===== src/design/uart_link_pkg.sv =====
// Shared constants for the serial port end and its partner end
package uart_link_pkg;
    localparam int CLK_HZ = 20000000;
    localparam int CLK_PERIOD_NS = 50;
    localparam int BAUD_RATE = 115200;
    // Longest whole bit time that fits the rate; rounds down
    localparam int BIT_CYCLES = CLK_HZ / BAUD_RATE;
    localparam int DATA_BITS = 8;
    localparam int FIFO_DEPTH = 8;
    // Time the data strap is pulled low before the clock strap is read
    localparam int STRAP_SETTLE_NS = 1000;
    localparam int STRAP_CYCLES = (STRAP_SETTLE_NS + CLK_PERIOD_NS - 1) / CLK_PERIOD_NS;
    localparam logic LINE_IDLE = 1'b1;
    localparam logic START_LEVEL = 1'b0;
    localparam logic STOP_LEVEL = 1'b1;
    localparam logic STRAP_DRIVE_LEVEL = 1'b0;
    typedef enum logic [1:0] {
        TX_IDLE = 2'b00,
        TX_START = 2'b01,
        TX_DATA = 2'b11,
        TX_STOP = 2'b10
    } tx_state_t;
    typedef enum logic [1:0] {
        RX_IDLE = 2'b00,
        RX_START = 2'b01,
        RX_DATA = 2'b11,
        RX_STOP = 2'b10
    } rx_state_t;
    typedef enum logic [1:0] {
        STRAP_DRIVE = 2'b00,
        STRAP_SAMPLE = 2'b01,
        STRAP_DONE = 2'b11
    } strap_state_t;
endpackage : uart_link_pkg


===== src/design/uart_link_if.sv =====
// Serial link wires between the port end and its partner end
`timescale 1ns/1ns
interface uart_link_if;
    logic serial_out;          // Port end to partner data
    logic serial_in;           // Partner to port end data
    logic transmit_permit_n;   // Partner allows port end to send, low active
    logic ready_n;             // Port end can accept data, low active
    logic transmit_active;     // Port end is sending a byte
    logic receive_overflow_n;  // Port end receive buffer near or past overflow
    modport port_end (
        output serial_out,
        input serial_in,
        input transmit_permit_n,
        output ready_n,
        output transmit_active,
        output receive_overflow_n
    );
    modport partner_end (
        input serial_out,
        output serial_in,
        output transmit_permit_n,
        input ready_n,
        input transmit_active,
        input receive_overflow_n
    );
endinterface : uart_link_if


===== src/design/serial_port_end.sv =====
// Serial port end: strap decode, flow control and receive FIFO
`timescale 1ns/1ns

module byte_fifo #(
    parameter int WIDTH = uart_link_pkg::DATA_BITS,
    parameter int DEPTH = uart_link_pkg::FIFO_DEPTH
) (
    input wire logic core_clk,                  // Clock
    input wire logic rst,                       // Synchronous reset
    input wire logic [WIDTH-1:0] in_data,       // Write data
    input wire logic in_valid,                  // Write request
    output logic in_ready,                      // Space available
    output logic [WIDTH-1:0] out_data,          // Head entry
    output logic out_valid,                     // Entry available
    input wire logic out_ready,                 // Consumer takes head
    output logic [$clog2(DEPTH+1)-1:0] count    // Entries held
);
    localparam int PW = $clog2(DEPTH);
    localparam int CW = $clog2(DEPTH + 1);
    localparam logic [PW-1:0] LAST_PTR = PW'(DEPTH - 1);
    localparam logic [CW-1:0] FULL_COUNT = CW'(DEPTH);
    logic [WIDTH-1:0] mem_ff [DEPTH];
    logic [PW-1:0] wr_ptr_ff;
    logic [PW-1:0] rd_ptr_ff;
    logic [CW-1:0] count_ff;
    logic push;
    logic pop;

    assign in_ready = count_ff != FULL_COUNT;
    assign out_valid = count_ff != '0;
    assign push = in_valid && in_ready;
    assign pop = out_valid && out_ready;
    assign out_data = mem_ff[rd_ptr_ff];
    assign count = count_ff;

    always_ff @(posedge core_clk) begin
        if (push) begin
            mem_ff[wr_ptr_ff] <= in_data;
        end
    end

    always_ff @(posedge core_clk) begin
        if (rst) begin
            wr_ptr_ff <= '0;
            rd_ptr_ff <= '0;
        end else begin
            if (push) begin
                wr_ptr_ff <= (wr_ptr_ff == LAST_PTR) ? '0 : wr_ptr_ff + PW'(1);
            end
            if (pop) begin
                rd_ptr_ff <= (rd_ptr_ff == LAST_PTR) ? '0 : rd_ptr_ff + PW'(1);
            end
        end
    end

    always_ff @(posedge core_clk) begin
        if (rst) begin
            count_ff <= '0;
        end else if (push && !pop) begin
            count_ff <= count_ff + CW'(1);
        end else if (pop && !push) begin
            count_ff <= count_ff - CW'(1);
        end
    end
endmodule : byte_fifo

module serial_port_end #(
    parameter int BIT_CYCLES = uart_link_pkg::BIT_CYCLES,
    parameter int DEPTH = uart_link_pkg::FIFO_DEPTH
) (
    input wire logic core_clk,                                // Clock, 20 MHz
    input wire logic rst,                                     // Synchronous reset, high
    input wire logic usb_configured,                          // Upstream side configured
    input wire logic [uart_link_pkg::DATA_BITS-1:0] tx_data,  // Byte to send
    input wire logic tx_valid,                                // Byte offered
    output logic tx_ready,                                    // Byte taken
    output logic [uart_link_pkg::DATA_BITS-1:0] rx_data,      // Received byte at FIFO head
    output logic rx_valid,                                    // FIFO not empty
    input wire logic rx_ready,                                // Consumer takes head
    input wire logic cfg_sda_in,                              // Data strap pin level
    output logic cfg_sda_out,                                 // Data strap drive level
    output logic cfg_sda_oe,                                  // Data strap driven
    input wire logic cfg_scl_in,                              // Clock strap pin level
    output logic serial_mode,                                 // Serial port selected
    output logic printer_mode,                                // Printer port selected
    uart_link_if.port_end link                                // Serial link
);
    localparam int SW = $clog2(uart_link_pkg::STRAP_CYCLES + 1);
    localparam logic [SW-1:0] STRAP_LAST = SW'(uart_link_pkg::STRAP_CYCLES - 1);
    localparam int CW = $clog2(DEPTH + 1);
    localparam logic [CW-1:0] NEAR_FULL = CW'(DEPTH - 1);
    uart_link_pkg::strap_state_t strap_ff;
    logic [SW-1:0] strap_cnt_ff;
    logic serial_mode_ff;
    logic printer_mode_ff;
    logic sda_oe_ff;
    logic [1:0] scl_sync_ff;
    logic [1:0] rxd_sync_ff;
    logic [1:0] permit_sync_ff;
    logic ready_n_ff;
    logic overflow_n_ff;
    logic dropped_ff;
    logic running;
    logic [uart_link_pkg::DATA_BITS-1:0] rx_byte;
    logic rx_byte_valid;
    logic fifo_in_ready;
    logic [CW-1:0] fifo_count;
    logic txd;

    always_ff @(posedge core_clk) begin
        scl_sync_ff <= {scl_sync_ff[0], cfg_scl_in};
        rxd_sync_ff <= {rxd_sync_ff[0], link.serial_in};
        permit_sync_ff <= {permit_sync_ff[0], link.transmit_permit_n};
    end

    // Pull the data strap low; a tied clock strap follows it low
    always_ff @(posedge core_clk) begin
        if (rst) begin
            strap_ff <= uart_link_pkg::STRAP_DRIVE;
            strap_cnt_ff <= '0;
            sda_oe_ff <= 1'b1;
            serial_mode_ff <= 1'b0;
            printer_mode_ff <= 1'b0;
        end else begin
            unique case (strap_ff)
                uart_link_pkg::STRAP_DRIVE: begin
                    strap_cnt_ff <= strap_cnt_ff + SW'(1);
                    if (strap_cnt_ff == STRAP_LAST) begin
                        strap_ff <= uart_link_pkg::STRAP_SAMPLE;
                    end
                end
                uart_link_pkg::STRAP_SAMPLE: begin
                    serial_mode_ff <= scl_sync_ff[1];
                    printer_mode_ff <= !scl_sync_ff[1];
                    sda_oe_ff <= 1'b0;
                    strap_ff <= uart_link_pkg::STRAP_DONE;
                end
                uart_link_pkg::STRAP_DONE: begin
                end
            endcase
        end
    end

    assign cfg_sda_out = uart_link_pkg::STRAP_DRIVE_LEVEL;
    assign cfg_sda_oe = sda_oe_ff;
    assign serial_mode = serial_mode_ff;
    assign printer_mode = printer_mode_ff;
    assign running = serial_mode_ff;

    // Optional modem lines are not needed; only data and permit pins steer transfers
    uart_bit_tx #(.BIT_CYCLES(BIT_CYCLES)) u_tx (
        .core_clk(core_clk),
        .rst(rst),
        .enable(running),
        .permit_n(permit_sync_ff[1]),
        .data(tx_data),
        .valid(tx_valid),
        .ready(tx_ready),
        .txd(txd),
        .active(link.transmit_active)
    );
    assign link.serial_out = txd;

    uart_bit_rx #(.BIT_CYCLES(BIT_CYCLES)) u_rx (
        .core_clk(core_clk),
        .rst(rst),
        .enable(running),
        .rxd(rxd_sync_ff[1]),
        .data(rx_byte),
        .valid(rx_byte_valid),
        .busy()
    );

    byte_fifo #(.WIDTH(uart_link_pkg::DATA_BITS), .DEPTH(DEPTH)) u_fifo (
        .core_clk(core_clk),
        .rst(rst),
        .in_data(rx_byte),
        .in_valid(rx_byte_valid),
        .in_ready(fifo_in_ready),
        .out_data(rx_data),
        .out_valid(rx_valid),
        .out_ready(rx_ready),
        .count(fifo_count)
    );

    // Not ready one entry early so a byte already on the wire still fits
    always_ff @(posedge core_clk) begin
        if (rst) begin
            ready_n_ff <= 1'b1;
        end else begin
            ready_n_ff <= !(running && usb_configured && fifo_count < NEAR_FULL);
        end
    end
    assign link.ready_n = ready_n_ff;

    // Loss stays flagged until the buffer drains; a new loss wins over that clear
    always_ff @(posedge core_clk) begin
        if (rst) begin
            dropped_ff <= 1'b0;
        end else if (rx_byte_valid && !fifo_in_ready) begin
            dropped_ff <= 1'b1;
        end else if (fifo_count == '0) begin
            dropped_ff <= 1'b0;
        end
    end

    always_ff @(posedge core_clk) begin
        if (rst) begin
            overflow_n_ff <= 1'b1;
        end else begin
            overflow_n_ff <= !(fifo_count >= NEAR_FULL || dropped_ff || (rx_byte_valid && !fifo_in_ready));
        end
    end
    assign link.receive_overflow_n = overflow_n_ff;
endmodule : serial_port_end


===== src/design/serial_partner_end.sv =====


module uart_bit_tx #(
    parameter int BIT_CYCLES = uart_link_pkg::BIT_CYCLES
) (
    input wire logic core_clk,                            // Clock
    input wire logic rst,                                 // Synchronous reset
    input wire logic enable,                              // Transmitter allowed
    input wire logic permit_n,                            // Synchronised permit, low lets a byte start
    input wire logic [uart_link_pkg::DATA_BITS-1:0] data, // Byte to send
    input wire logic valid,                               // Byte offered
    output logic ready,                                   // Byte taken this cycle when valid
    output logic txd,                                     // Serial line
    output logic active                                   // Frame in progress
);
    localparam int CW = $clog2(BIT_CYCLES);
    localparam logic [CW-1:0] LAST_CYCLE = CW'(BIT_CYCLES - 1);
    localparam logic [2:0] LAST_BIT = 3'(uart_link_pkg::DATA_BITS - 1);
    uart_link_pkg::tx_state_t state_ff;
    logic [CW-1:0] cyc_ff;
    logic [2:0] bit_ff;
    logic [uart_link_pkg::DATA_BITS-1:0] shift_ff;
    logic txd_ff;
    logic tick;

    // Permit is only looked at between bytes; a byte already started always completes
    assign ready = state_ff == uart_link_pkg::TX_IDLE && enable && !permit_n;
    assign tick = cyc_ff == LAST_CYCLE;
    assign txd = txd_ff;
    assign active = state_ff != uart_link_pkg::TX_IDLE;

    always_ff @(posedge core_clk) begin
        if (rst) begin
            state_ff <= uart_link_pkg::TX_IDLE;
        end else begin
            unique case (state_ff)
                uart_link_pkg::TX_IDLE: begin
                    if (valid && ready) begin
                        state_ff <= uart_link_pkg::TX_START;
                    end
                end
                uart_link_pkg::TX_START: begin
                    if (tick) begin
                        state_ff <= uart_link_pkg::TX_DATA;
                    end
                end
                uart_link_pkg::TX_DATA: begin
                    if (tick && bit_ff == LAST_BIT) begin
                        state_ff <= uart_link_pkg::TX_STOP;
                    end
                end
                uart_link_pkg::TX_STOP: begin
                    if (tick) begin
                        state_ff <= uart_link_pkg::TX_IDLE;
                    end
                end
            endcase
        end
    end

    always_ff @(posedge core_clk) begin
        if (rst || state_ff == uart_link_pkg::TX_IDLE || tick) begin
            cyc_ff <= '0;
        end else begin
            cyc_ff <= cyc_ff + CW'(1);
        end
    end

    always_ff @(posedge core_clk) begin
        if (rst) begin
            shift_ff <= '0;
            bit_ff <= '0;
            txd_ff <= uart_link_pkg::LINE_IDLE;
        end else if (state_ff == uart_link_pkg::TX_IDLE) begin
            txd_ff <= uart_link_pkg::LINE_IDLE;
            bit_ff <= '0;
            if (valid && ready) begin
                shift_ff <= data;
                txd_ff <= uart_link_pkg::START_LEVEL;
            end
        end else if (tick) begin
            if (state_ff == uart_link_pkg::TX_START) begin
                txd_ff <= shift_ff[0];
            end else if (state_ff == uart_link_pkg::TX_DATA) begin
                bit_ff <= bit_ff + 3'(1);
                txd_ff <= (bit_ff == LAST_BIT) ? uart_link_pkg::STOP_LEVEL : shift_ff[bit_ff + 3'(1)];
            end else begin
                txd_ff <= uart_link_pkg::LINE_IDLE;
            end
        end
    end
endmodule : uart_bit_tx

module uart_bit_rx #(
    parameter int BIT_CYCLES = uart_link_pkg::BIT_CYCLES
) (
    input wire logic core_clk,                            // Clock
    input wire logic rst,                                 // Synchronous reset
    input wire logic enable,                              // Receiver allowed
    input wire logic rxd,                                 // Synchronised serial line
    output logic [uart_link_pkg::DATA_BITS-1:0] data,     // Last byte shifted in, also kept when its stop bit is bad
    output logic valid,                                   // One-cycle pulse per good byte
    output logic busy                                     // Frame in progress
);
    localparam int CW = $clog2(BIT_CYCLES);
    localparam logic [CW-1:0] LAST_CYCLE = CW'(BIT_CYCLES - 1);
    localparam logic [CW-1:0] MID_CYCLE = CW'(BIT_CYCLES / 2);
    localparam logic [2:0] LAST_BIT = 3'(uart_link_pkg::DATA_BITS - 1);
    uart_link_pkg::rx_state_t state_ff;
    logic [CW-1:0] cyc_ff;
    logic [2:0] bit_ff;
    logic [uart_link_pkg::DATA_BITS-1:0] data_ff;
    logic valid_ff;
    logic at_mid;
    logic at_end;

    assign at_mid = state_ff == uart_link_pkg::RX_START && cyc_ff == MID_CYCLE;
    assign at_end = cyc_ff == LAST_CYCLE;
    assign data = data_ff;
    assign valid = valid_ff;
    assign busy = state_ff != uart_link_pkg::RX_IDLE;

    always_ff @(posedge core_clk) begin
        if (rst || !enable) begin
            state_ff <= uart_link_pkg::RX_IDLE;
        end else begin
            unique case (state_ff)
                uart_link_pkg::RX_IDLE: begin
                    if (rxd == uart_link_pkg::START_LEVEL) begin
                        state_ff <= uart_link_pkg::RX_START;
                    end
                end
                uart_link_pkg::RX_START: begin
                    // A glitch shorter than half a bit is not a start bit
                    if (at_mid) begin
                        state_ff <= (rxd == uart_link_pkg::START_LEVEL) ? uart_link_pkg::RX_DATA
                                                                       : uart_link_pkg::RX_IDLE;
                    end
                end
                uart_link_pkg::RX_DATA: begin
                    if (at_end && bit_ff == LAST_BIT) begin
                        state_ff <= uart_link_pkg::RX_STOP;
                    end
                end
                uart_link_pkg::RX_STOP: begin
                    if (at_end) begin
                        state_ff <= uart_link_pkg::RX_IDLE;
                    end
                end
            endcase
        end
    end

    always_ff @(posedge core_clk) begin
        if (rst || state_ff == uart_link_pkg::RX_IDLE || at_mid
                || (state_ff != uart_link_pkg::RX_START && at_end)) begin
            cyc_ff <= '0;
        end else begin
            cyc_ff <= cyc_ff + CW'(1);
        end
    end

    always_ff @(posedge core_clk) begin
        if (rst) begin
            bit_ff <= '0;
            data_ff <= '0;
            valid_ff <= 1'b0;
        end else begin
            valid_ff <= 1'b0;
            if (state_ff == uart_link_pkg::RX_START) begin
                bit_ff <= '0;
            end else if (state_ff == uart_link_pkg::RX_DATA && at_end) begin
                data_ff[bit_ff] <= rxd;
                bit_ff <= bit_ff + 3'(1);
            end else if (state_ff == uart_link_pkg::RX_STOP && at_end) begin
                // Framing errors are dropped silently
                valid_ff <= rxd == uart_link_pkg::STOP_LEVEL;
            end
        end
    end
endmodule : uart_bit_rx


===== src/flat_wrapper.sv =====
// flat-port wrapper written by rule: the top's interface ports become plain ports
module serial_port_end_flat 
#(
    parameter int BIT_CYCLES = uart_link_pkg::BIT_CYCLES,
    parameter int DEPTH = uart_link_pkg::FIFO_DEPTH
)
  (core_clk, rst, usb_configured, tx_data, tx_valid, tx_ready, rx_data, rx_valid, rx_ready, cfg_sda_in, cfg_sda_out, cfg_sda_oe, cfg_scl_in, serial_mode, printer_mode, link_serial_out, link_serial_in, link_transmit_permit_n, link_ready_n, link_transmit_active, link_receive_overflow_n);
  uart_link_if link_i ();
  input wire logic core_clk;
  input wire logic rst;
  input wire logic usb_configured;
  input wire logic [uart_link_pkg::DATA_BITS-1:0] tx_data;
  input wire logic tx_valid;
  output logic tx_ready;
  output logic [uart_link_pkg::DATA_BITS-1:0] rx_data;
  output logic rx_valid;
  input wire logic rx_ready;
  input wire logic cfg_sda_in;
  output logic cfg_sda_out;
  output logic cfg_sda_oe;
  input wire logic cfg_scl_in;
  output logic serial_mode;
  output logic printer_mode;
  output wire logic [$bits(link_i.serial_out)-1:0] link_serial_out;
  input wire logic [$bits(link_i.serial_in)-1:0] link_serial_in;
  input wire logic [$bits(link_i.transmit_permit_n)-1:0] link_transmit_permit_n;
  output wire logic [$bits(link_i.ready_n)-1:0] link_ready_n;
  output wire logic [$bits(link_i.transmit_active)-1:0] link_transmit_active;
  output wire logic [$bits(link_i.receive_overflow_n)-1:0] link_receive_overflow_n;
  assign link_serial_out = link_i.serial_out;
  assign link_i.serial_in = link_serial_in;
  assign link_i.transmit_permit_n = link_transmit_permit_n;
  assign link_ready_n = link_i.ready_n;
  assign link_transmit_active = link_i.transmit_active;
  assign link_receive_overflow_n = link_i.receive_overflow_n;
  serial_port_end #(.BIT_CYCLES(BIT_CYCLES), .DEPTH(DEPTH)) u_core (.core_clk(core_clk), .rst(rst), .usb_configured(usb_configured), .tx_data(tx_data), .tx_valid(tx_valid), .tx_ready(tx_ready), .rx_data(rx_data), .rx_valid(rx_valid), .rx_ready(rx_ready), .cfg_sda_in(cfg_sda_in), .cfg_sda_out(cfg_sda_out), .cfg_sda_oe(cfg_sda_oe), .cfg_scl_in(cfg_scl_in), .serial_mode(serial_mode), .printer_mode(printer_mode), .link(link_i));
endmodule

===== config.mk =====
export PLATFORM = sky130hd
export DESIGN_NAME = serial_port_end_flat
export DESIGN_NICKNAME = d
export VERILOG_FILES = /design/src/design/uart_link_pkg.sv /design/src/design/uart_link_if.sv /design/src/design/serial_port_end.sv /design/src/design/serial_partner_end.sv /design/src/flat_wrapper.sv
export SDC_FILE = /design/constraint.sdc
export NUM_CORES = 1
export LEC_CHECK = 0
export BUFFER_PORTS_ARGS = -buffer_cell sky130_fd_sc_hd__buf_2
export CAP_MARGIN = 40
export CORE_UTILIZATION = 40
export DETAILED_ROUTE_END_ITERATION = 8
export PLACE_DENSITY = 0.54
export SETUP_SLACK_MARGIN = 0.15
export SYNTH_ARGS = -nofsm -noshare
export SYNTH_HDL_FRONTEND = slang
export SYNTH_SLANG_ARGS = --single-unit

===== constraint.sdc =====
create_clock -name core_clk -period 3.6 [get_ports core_clk]
set_clock_uncertainty 0.15 [all_clocks]
set_input_delay 0.54 -clock core_clk [delete_from_list [all_inputs] [get_ports core_clk]]
set_output_delay 0.54 -clock core_clk [all_outputs]
set_load 0.01 [all_outputs]

# Word level (Yosys, flattened, before mapping)
# Memories as Yosys holds them, arrays and structs flattened. A register that Yosys moved wholly into a read port is not among the register bits.
# Cells that the tools add are included.
word_totals:
  ramBits: 64
  register_bits: 73
  n_memories: 1
  input_bits: 17
  output_inout_bits: 18
  wordCells: 154
classes:
  n_lt_le_gt_ge: 5
  bitwise: 3
  n_eq_ne: 26
  reduce_logical: 52
  addsub: 9
  mux: 34
memory_table:
  columns: ["name", "words", "width", "rd", "rd_ports_with_merged_regs", "wr", "line", "source"]
  rows:
  - ["u_core.u_fifo.mem_ff", 8, 8, 1, 1, 1, "serial_port_end.sv:22", "logic [WIDTH-1:0] mem_ff [DEPTH];"]
ops:
  columns: ["operator", "count"]
  rows:
  - ["2-bit 2-to-1 mux", 10]
  - ["1-bit logical AND", 17]
  - ["8-bit by 1-bit adder with 8-bit output (second input constant)", 2]
  - ["8-bit equality test (second input constant)", 2]
  - ["2-bit case mux with 4 select lines", 2]
  - ["2-bit != test (second input constant)", 7]
  - ["3-bit by 1-bit adder with 3-bit output (second input constant)", 4]
  - ["3-bit equality test (second input constant)", 4]
  - ["1-bit 2-to-1 mux", 12]
  - ["3-bit 2-to-1 mux", 4]
  - ["2-bit nonzero test", 5]
  - ["8-bit bitwise mux", 1]
  - ["2-bit equality test (second input constant)", 4]
  - ["8-bit by 7-bit equality test with 1-bit output (second input constant)", 1]
  - ["1-bit zero test", 8]
  - ["1-bit logical OR", 8]
  - ["3-bit by 4-bit < comparator with 1-bit output (second input constant)", 2]
  - ["4-bit 2-to-1 mux", 2]
  - ["4-bit AND reduction", 2]
  - ["2-bit by 1-bit equality test with 1-bit output (second input constant)", 3]
  - ["2-bit zero test", 3]
  - ["2-bit by 1-bit != test with 1-bit output (second input constant)", 3]
  - ["2-bit AND reduction", 3]
  - ["5-bit by 1-bit adder with 5-bit output (second input constant)", 1]
  - ["16 further kinds", 19]

# Depth between registers and ports, before layout
logic_depth:
  word_depth: 8
  ltp_mapped: 11
  ltp_nobuf: 10

# Hierarchy
# A second synthesis with hierarchy kept.
hier_totals:
  cells_unflattened: 482
  area_unflattened_um2: 6067.1
by_module_without_submodules:
  columns: ["mod", "instances", "area_each_um2", "cells_per_inst"]
  rows:
  - ["byte_fifo", 1, 3130.5, 168]
  - ["uart_bit_rx", 1, 1234.9, 130]
  - ["uart_bit_tx", 1, 1066.0, 126]
  - ["serial_port_end", 1, 635.6, 58]

# Least setup slack after synthesis
# Ideal clock, no wire load.
synth_path:
  path_kind: "register to register"
  start: "register u_core.u_fifo.count_ff[0] (netlist: u_core.u_fifo.count[0])"
  end: "register u_core.u_fifo.count_ff[3] (netlist: u_core.u_fifo.count[3])"
  t_required_ns: 3.329
  t_arrival_ns: 2.579
  period_less_slack_ns: 2.849
  path_slack_ns: 0.751
  path_buffers: 1
  path_stages_with_launch: 11
  setup_ns: 0.121
  path_cell_list: "dfxtp_1 or4_1 clkbuf_1 nand2_1 ha_1 inv_1 ha_1 a21o_1 a21oi_1 mux2i_1 mux2_2"
synth_between:
  elab_chain_len: 5
  elab_cells_between_ends: 13
synth_lines:
  columns: ["item", "line", "source"]
  rows:
  - ["start, declared", "serial_port_end.sv:25", "logic [CW-1:0] count_ff;"]
  - ["start signal, assigned", "serial_port_end.sv:60", "count_ff <= count_ff + CW'(1);"]
  - ["start signal, assigned", "serial_port_end.sv:62", "count_ff <= count_ff - CW'(1);"]
  - ["4-bit nonzero test (*)", "serial_port_end.sv:30", "assign out_valid = count_ff != '0;"]
  - ["named net rx_valid", "flat_wrapper.sv:16", "output logic rx_valid;"]
  - ["1-bit logical AND (*)", "serial_port_end.sv:32", "assign pop = out_valid && out_ready;"]
  - ["1-bit zero test", "serial_port_end.sv:59", "end else if (push && !pop) begin"]
  - ["1-bit logical AND", "serial_port_end.sv:59", null]
  - ["4-bit 2-to-1 mux / 2-bit nonzero test (equally long branches)", null, null]
# The timed path passes the listed nets; every way through them passes the cells marked *. The select of a mux whose other input is x is not followed.
# A chain may end at the register's enable or synchronous reset.

# Worst setup path in the final report
layout_path:
  start: "register u_core.u_fifo.count_ff[0] (netlist: u_core.u_fifo.count[0])"
  end: "register u_core.u_fifo.count_ff[3] (netlist: u_core.u_fifo.count[3])"
layout_between:
  elab_chain_len: 5
  elab_cells_between_ends: 13
layout_lines:
  columns: ["item"]
  rows:
  - ["branches (longest 5 deep; another with 4-bit by 1-bit subtractor with 4-bit output)"]
# Several ways; the timed one is not identified. The select of a mux whose other input is x is not followed.

==> results_dict.tcl <==
set metrics [dict create \
    outcome "finished clean" \
    cts_resized 0 \
    timing.rr.start "u_core.u_fifo.count[0]" \
    area_of_the_core_region_mm2 0.0139 \
    clk-insertion-delay-late_ps 410 \
    numCtsBuffers 17 \
    worstHoldEndpoint "u_core.scl_sync_ff[0]" \
    cts_tree "built" \
    worstRegToRegCells 9 \
    post_dr_vias_cell 5.02 \
    power-per-cell-area_mw_per_mm2 489 \
    io-pin-count 35 \
    pin_count_of_the_biggest_net_entering_global_routing 45 \
    synth-async-reset-ratio 0 \
    end_of_the_worst_register_to_register_path "u_core.u_fifo.count[3]" \
    dp.final_hpwl_mm 6.67 \
    cp.required_ps 3750 \
    syn_avg_cell_area_um2 12.5 \
    diodes 0 \
    max-clock-path-buffers 2 \
    post_route_clock_period_utilization 0.833 \
    dr_total_vias 3481 \
    drtPass1Iterations 5 \
    gr-usage-all-layers 0.154 \
    synthCells 461 \
    syn_nets 496 \
    floorplan.initialDensity 0.412 \
    irDropWorstVdd_mv 0.316 \
    timing.hold.worst.start "cfg_scl_in" \
    timing.reg2reg.setup_slack_ps 600 \
    synth_seq_cells 140 \
    cts-hold-fix-buffers 0 \
    cts.clk_slew.worst_paths_ps 60 \
    ff_latch_area_mm2 0.00344 \
    worst-slew-pin-transition_ps 844 \
    die_width_um 122 \
    multi_input_area_mm2 0.00218 \
    nFillCells 1247 \
    setup_viol 0 \
    synth_enable_flop_cells 64 \
    slew_headroom 0.434 \
    final_layout_size_suffix_gt1_frac 0.211 \
    post-cts-setup-buffers 0 \
    timing_hold_violations_final 0 \
    detailedRoute.firstIterationViolations 232 \
    placementRows 43 \
    finalWorstPathRequiredPeriod_ps 3000 \
    grt_remaining_overflow 0 \
    synth-main-ff-cell "sky130_fd_sc_hd__dfxtp_1" \
    p_leak_nw 2.17 \
    timing.fmax_mhz 334 \
    area_growth_pct 15.9 \
    floorplan.die_area_mm2 0.0149 \
    synth_sequential_area_ratio 0.599 \
    antenna_violations_before_repair 0 \
    drt-wirelength-per-cell_um 14.8 \
    hold_path_class "input port to flop" \
    netlist_area_mm2 0.00575 \
    cts_num_sinks 140 \
    post-route-drc-count 0 \
    globalplace.congestion 0.802 \
    rsz0062_at_grt "false" \
    port-buffer-count 32 \
    design.final.nets 535 \
    worst_setup_ep_type "flop" \
    critPathKind "flop to flop" \
    ctsRootBufferMaster "sky130_fd_sc_hd__clkbuf_16" \
    finish.utilization 0.478 \
    yosysWarningCount 0 \
    floorplan.die.height_um 122 \
    wire_length_of_the_first_global_routing_pass_mm 17.0 \
    arrival_ps 3150 \
    grt_pass1_vias 3499 \
    detail_route.wirelength_mm 10.2 \
    critPathLaunchType "flop" \
    slew_violations 0 \
    clock_tree.htree_level_count 4 \
    min_path_cells 1 \
    postRouteAntennaNets 0 \
    critical_path_peak_fanout 6 \
    synth_cell_type_count 50 \
    finalSetupTns_ps 0 \
    cap_violations 0 \
]
[synthesized netlist by cell type, drive strengths merged, types with 2 or more instances]
master	instances	share of area
a21bo	2	0.0035
a21o	5	0.0067
a21oi	31	0.027
and2	2	0.0022
and3	4	0.0044
and4	2	0.0030
buf	8	0.0067
clkbuf	13	0.0085
dfxtp	76	0.26
edfxtp	64	0.33
ha	17	0.037
inv	15	0.0098
mux2	10	0.020
mux2i	10	0.017
mux4	18	0.071
nand2	31	0.021
nand2b	14	0.015
nand3	21	0.018
nand3b	3	0.0039
nand4	10	0.011
nand4b	2	0.0030
nor2	41	0.027
nor2b	4	0.0044
nor3	8	0.0070
nor3b	3	0.0039
nor4	3	0.0059
nor4b	2	0.0057
o21ai	9	0.0078
o32ai	2	0.0030
or3	2	0.0022
xnor2	5	0.0076
xor2	13	0.020
[final cells by class]
class | instances | share of cell area
Sequential cell | 140 | 0.517
Multi-Input combinational cell | 285 | 0.327
Clock buffer | 20 | 0.0655
Timing Repair Buffer | 41 | 0.0342
Tap cell | 180 | 0.0338
Clock inverter | 12 | 0.0148
Inverter | 15 | 0.00845
[metrics by stage]
stage	hold slack, ps	worst slack, ps	power (mW)	area [um^2]	std cells
after global routing	61.8	384	3.37	6660	693
after global placement	161	662	1.72	6110	658
final	77.6	602	3.26	6660	693
after detailed placement	168	579	1.72	6130	661
after CTS	59.4	563	3.30	6660	693
after floorplan	160	751	1.71	5750	461
[power by group]
part	internal [mW]	total [mW]	switching, mW
registers	1.66	1.66	0.00455
clock network	0.940	1.57	0.627
logic	0.0131	0.0309	0.0178
[sequential cells by signal (all words and copies together) (netlist names), 4 cells and up, named ones only]
signal                count
u_core.strap_cnt_ff       5
u_core.u_rx.cyc_ff        8
u_core.u_fifo.count       4
u_core.u_tx.cyc_ff        8
u_core.u_tx.shift_ff      8
u_core.u_rx.data          8
u_core.u_fifo.mem_ff     64
[cells in the final DEF, fill, tap and decap left out, types with 5 or more instances in the layout]
| cell type | synthesis | routed |
|---|---|---|
| sky130_fd_sc_hd__buf_4 | 1 | 9 |
| sky130_fd_sc_hd__o21ai_0 | 9 | 9 |
| sky130_fd_sc_hd__nand2_1 | 30 | 30 |
| sky130_fd_sc_hd__mux2_2 | 10 | 10 |
| sky130_fd_sc_hd__dfxtp_1 | 76 | 76 |
| sky130_fd_sc_hd__nand2b_1 | 14 | 14 |
| sky130_fd_sc_hd__inv_1 | 15 | 15 |
| sky130_fd_sc_hd__xor2_1 | 13 | 13 |
| sky130_fd_sc_hd__edfxtp_1 | 64 | 64 |
| sky130_fd_sc_hd__clkbuf_16 | 0 | 17 |
| sky130_fd_sc_hd__ha_1 | 17 | 17 |
| sky130_fd_sc_hd__nor3_1 | 8 | 5 |
| sky130_fd_sc_hd__xnor2_1 | 5 | 5 |
| sky130_fd_sc_hd__nor2_1 | 40 | 40 |
| sky130_fd_sc_hd__nand3_1 | 21 | 21 |
| sky130_fd_sc_hd__nand4_1 | 10 | 10 |
| sky130_fd_sc_hd__a21oi_1 | 31 | 31 |
| sky130_fd_sc_hd__mux2i_1 | 10 | 10 |
| sky130_fd_sc_hd__mux4_2 | 18 | 18 |
| sky130_fd_sc_hd__buf_2 | 4 | 32 |
[critical path, stage by stage, from the launching register on]
cell and delay [ps]:
sky130_fd_sc_hd__dfxtp_1 370, sky130_fd_sc_hd__or4_1 630, sky130_fd_sc_hd__nand2_1 200, sky130_fd_sc_hd__ha_1 200, sky130_fd_sc_hd__inv_1 100, sky130_fd_sc_hd__ha_1 310
sky130_fd_sc_hd__a21o_1 180, sky130_fd_sc_hd__a21oi_1 190, sky130_fd_sc_hd__mux2i_1 220, sky130_fd_sc_hd__mux2_2 340
[routing by layer]
layer / vias up / GRT usage / routed length [um]
met5: - / 0 / 0
met4: 0 / 0.0625 / 71
met3: 4 / 0.0510 / 375
met2: 54 / 0.252 / 4940
met1: 1675 / 0.188 / 4830
li1: 1748 / - / -
[how the worst max path moves through the flow]
stage	startpoint	endpoint	cells after the start
after detailed placement	u_core.u_fifo.count[0]	u_core.u_fifo.count[3]	9
after global routing	u_core.u_fifo.count[0]	u_core.u_fifo.count[3]	9
after CTS	u_core.u_fifo.count[0]	u_core.u_fifo.count[3]	9
after floorplan	u_core.u_fifo.count[0]	u_core.u_fifo.count[3]	10
after global placement	u_core.u_fifo.count[0]	u_core.u_fifo.count[3]	9
final	u_core.u_fifo.count[0]	u_core.u_fifo.count[3]	9
[cell families (layout without fill, tap and decap cells)]
kind of cell             after synthesis  in the layout  share of synthesized area
other                                  1              1                   0.000652
AND/OR/NAND/NOR                      155            155                      0.143
buffers and inverters                 36             88                     0.0250
multiplexers                          38             38                      0.108
AO/OA/AOI/OAI                         55             55                     0.0566
adder cells (fa/ha/maj)               18             18                     0.0405
flip-flops                           140            140                      0.599
XOR/XNOR                              18             18                     0.0274
No activity file was read; power rests on OpenSTA's default activity.
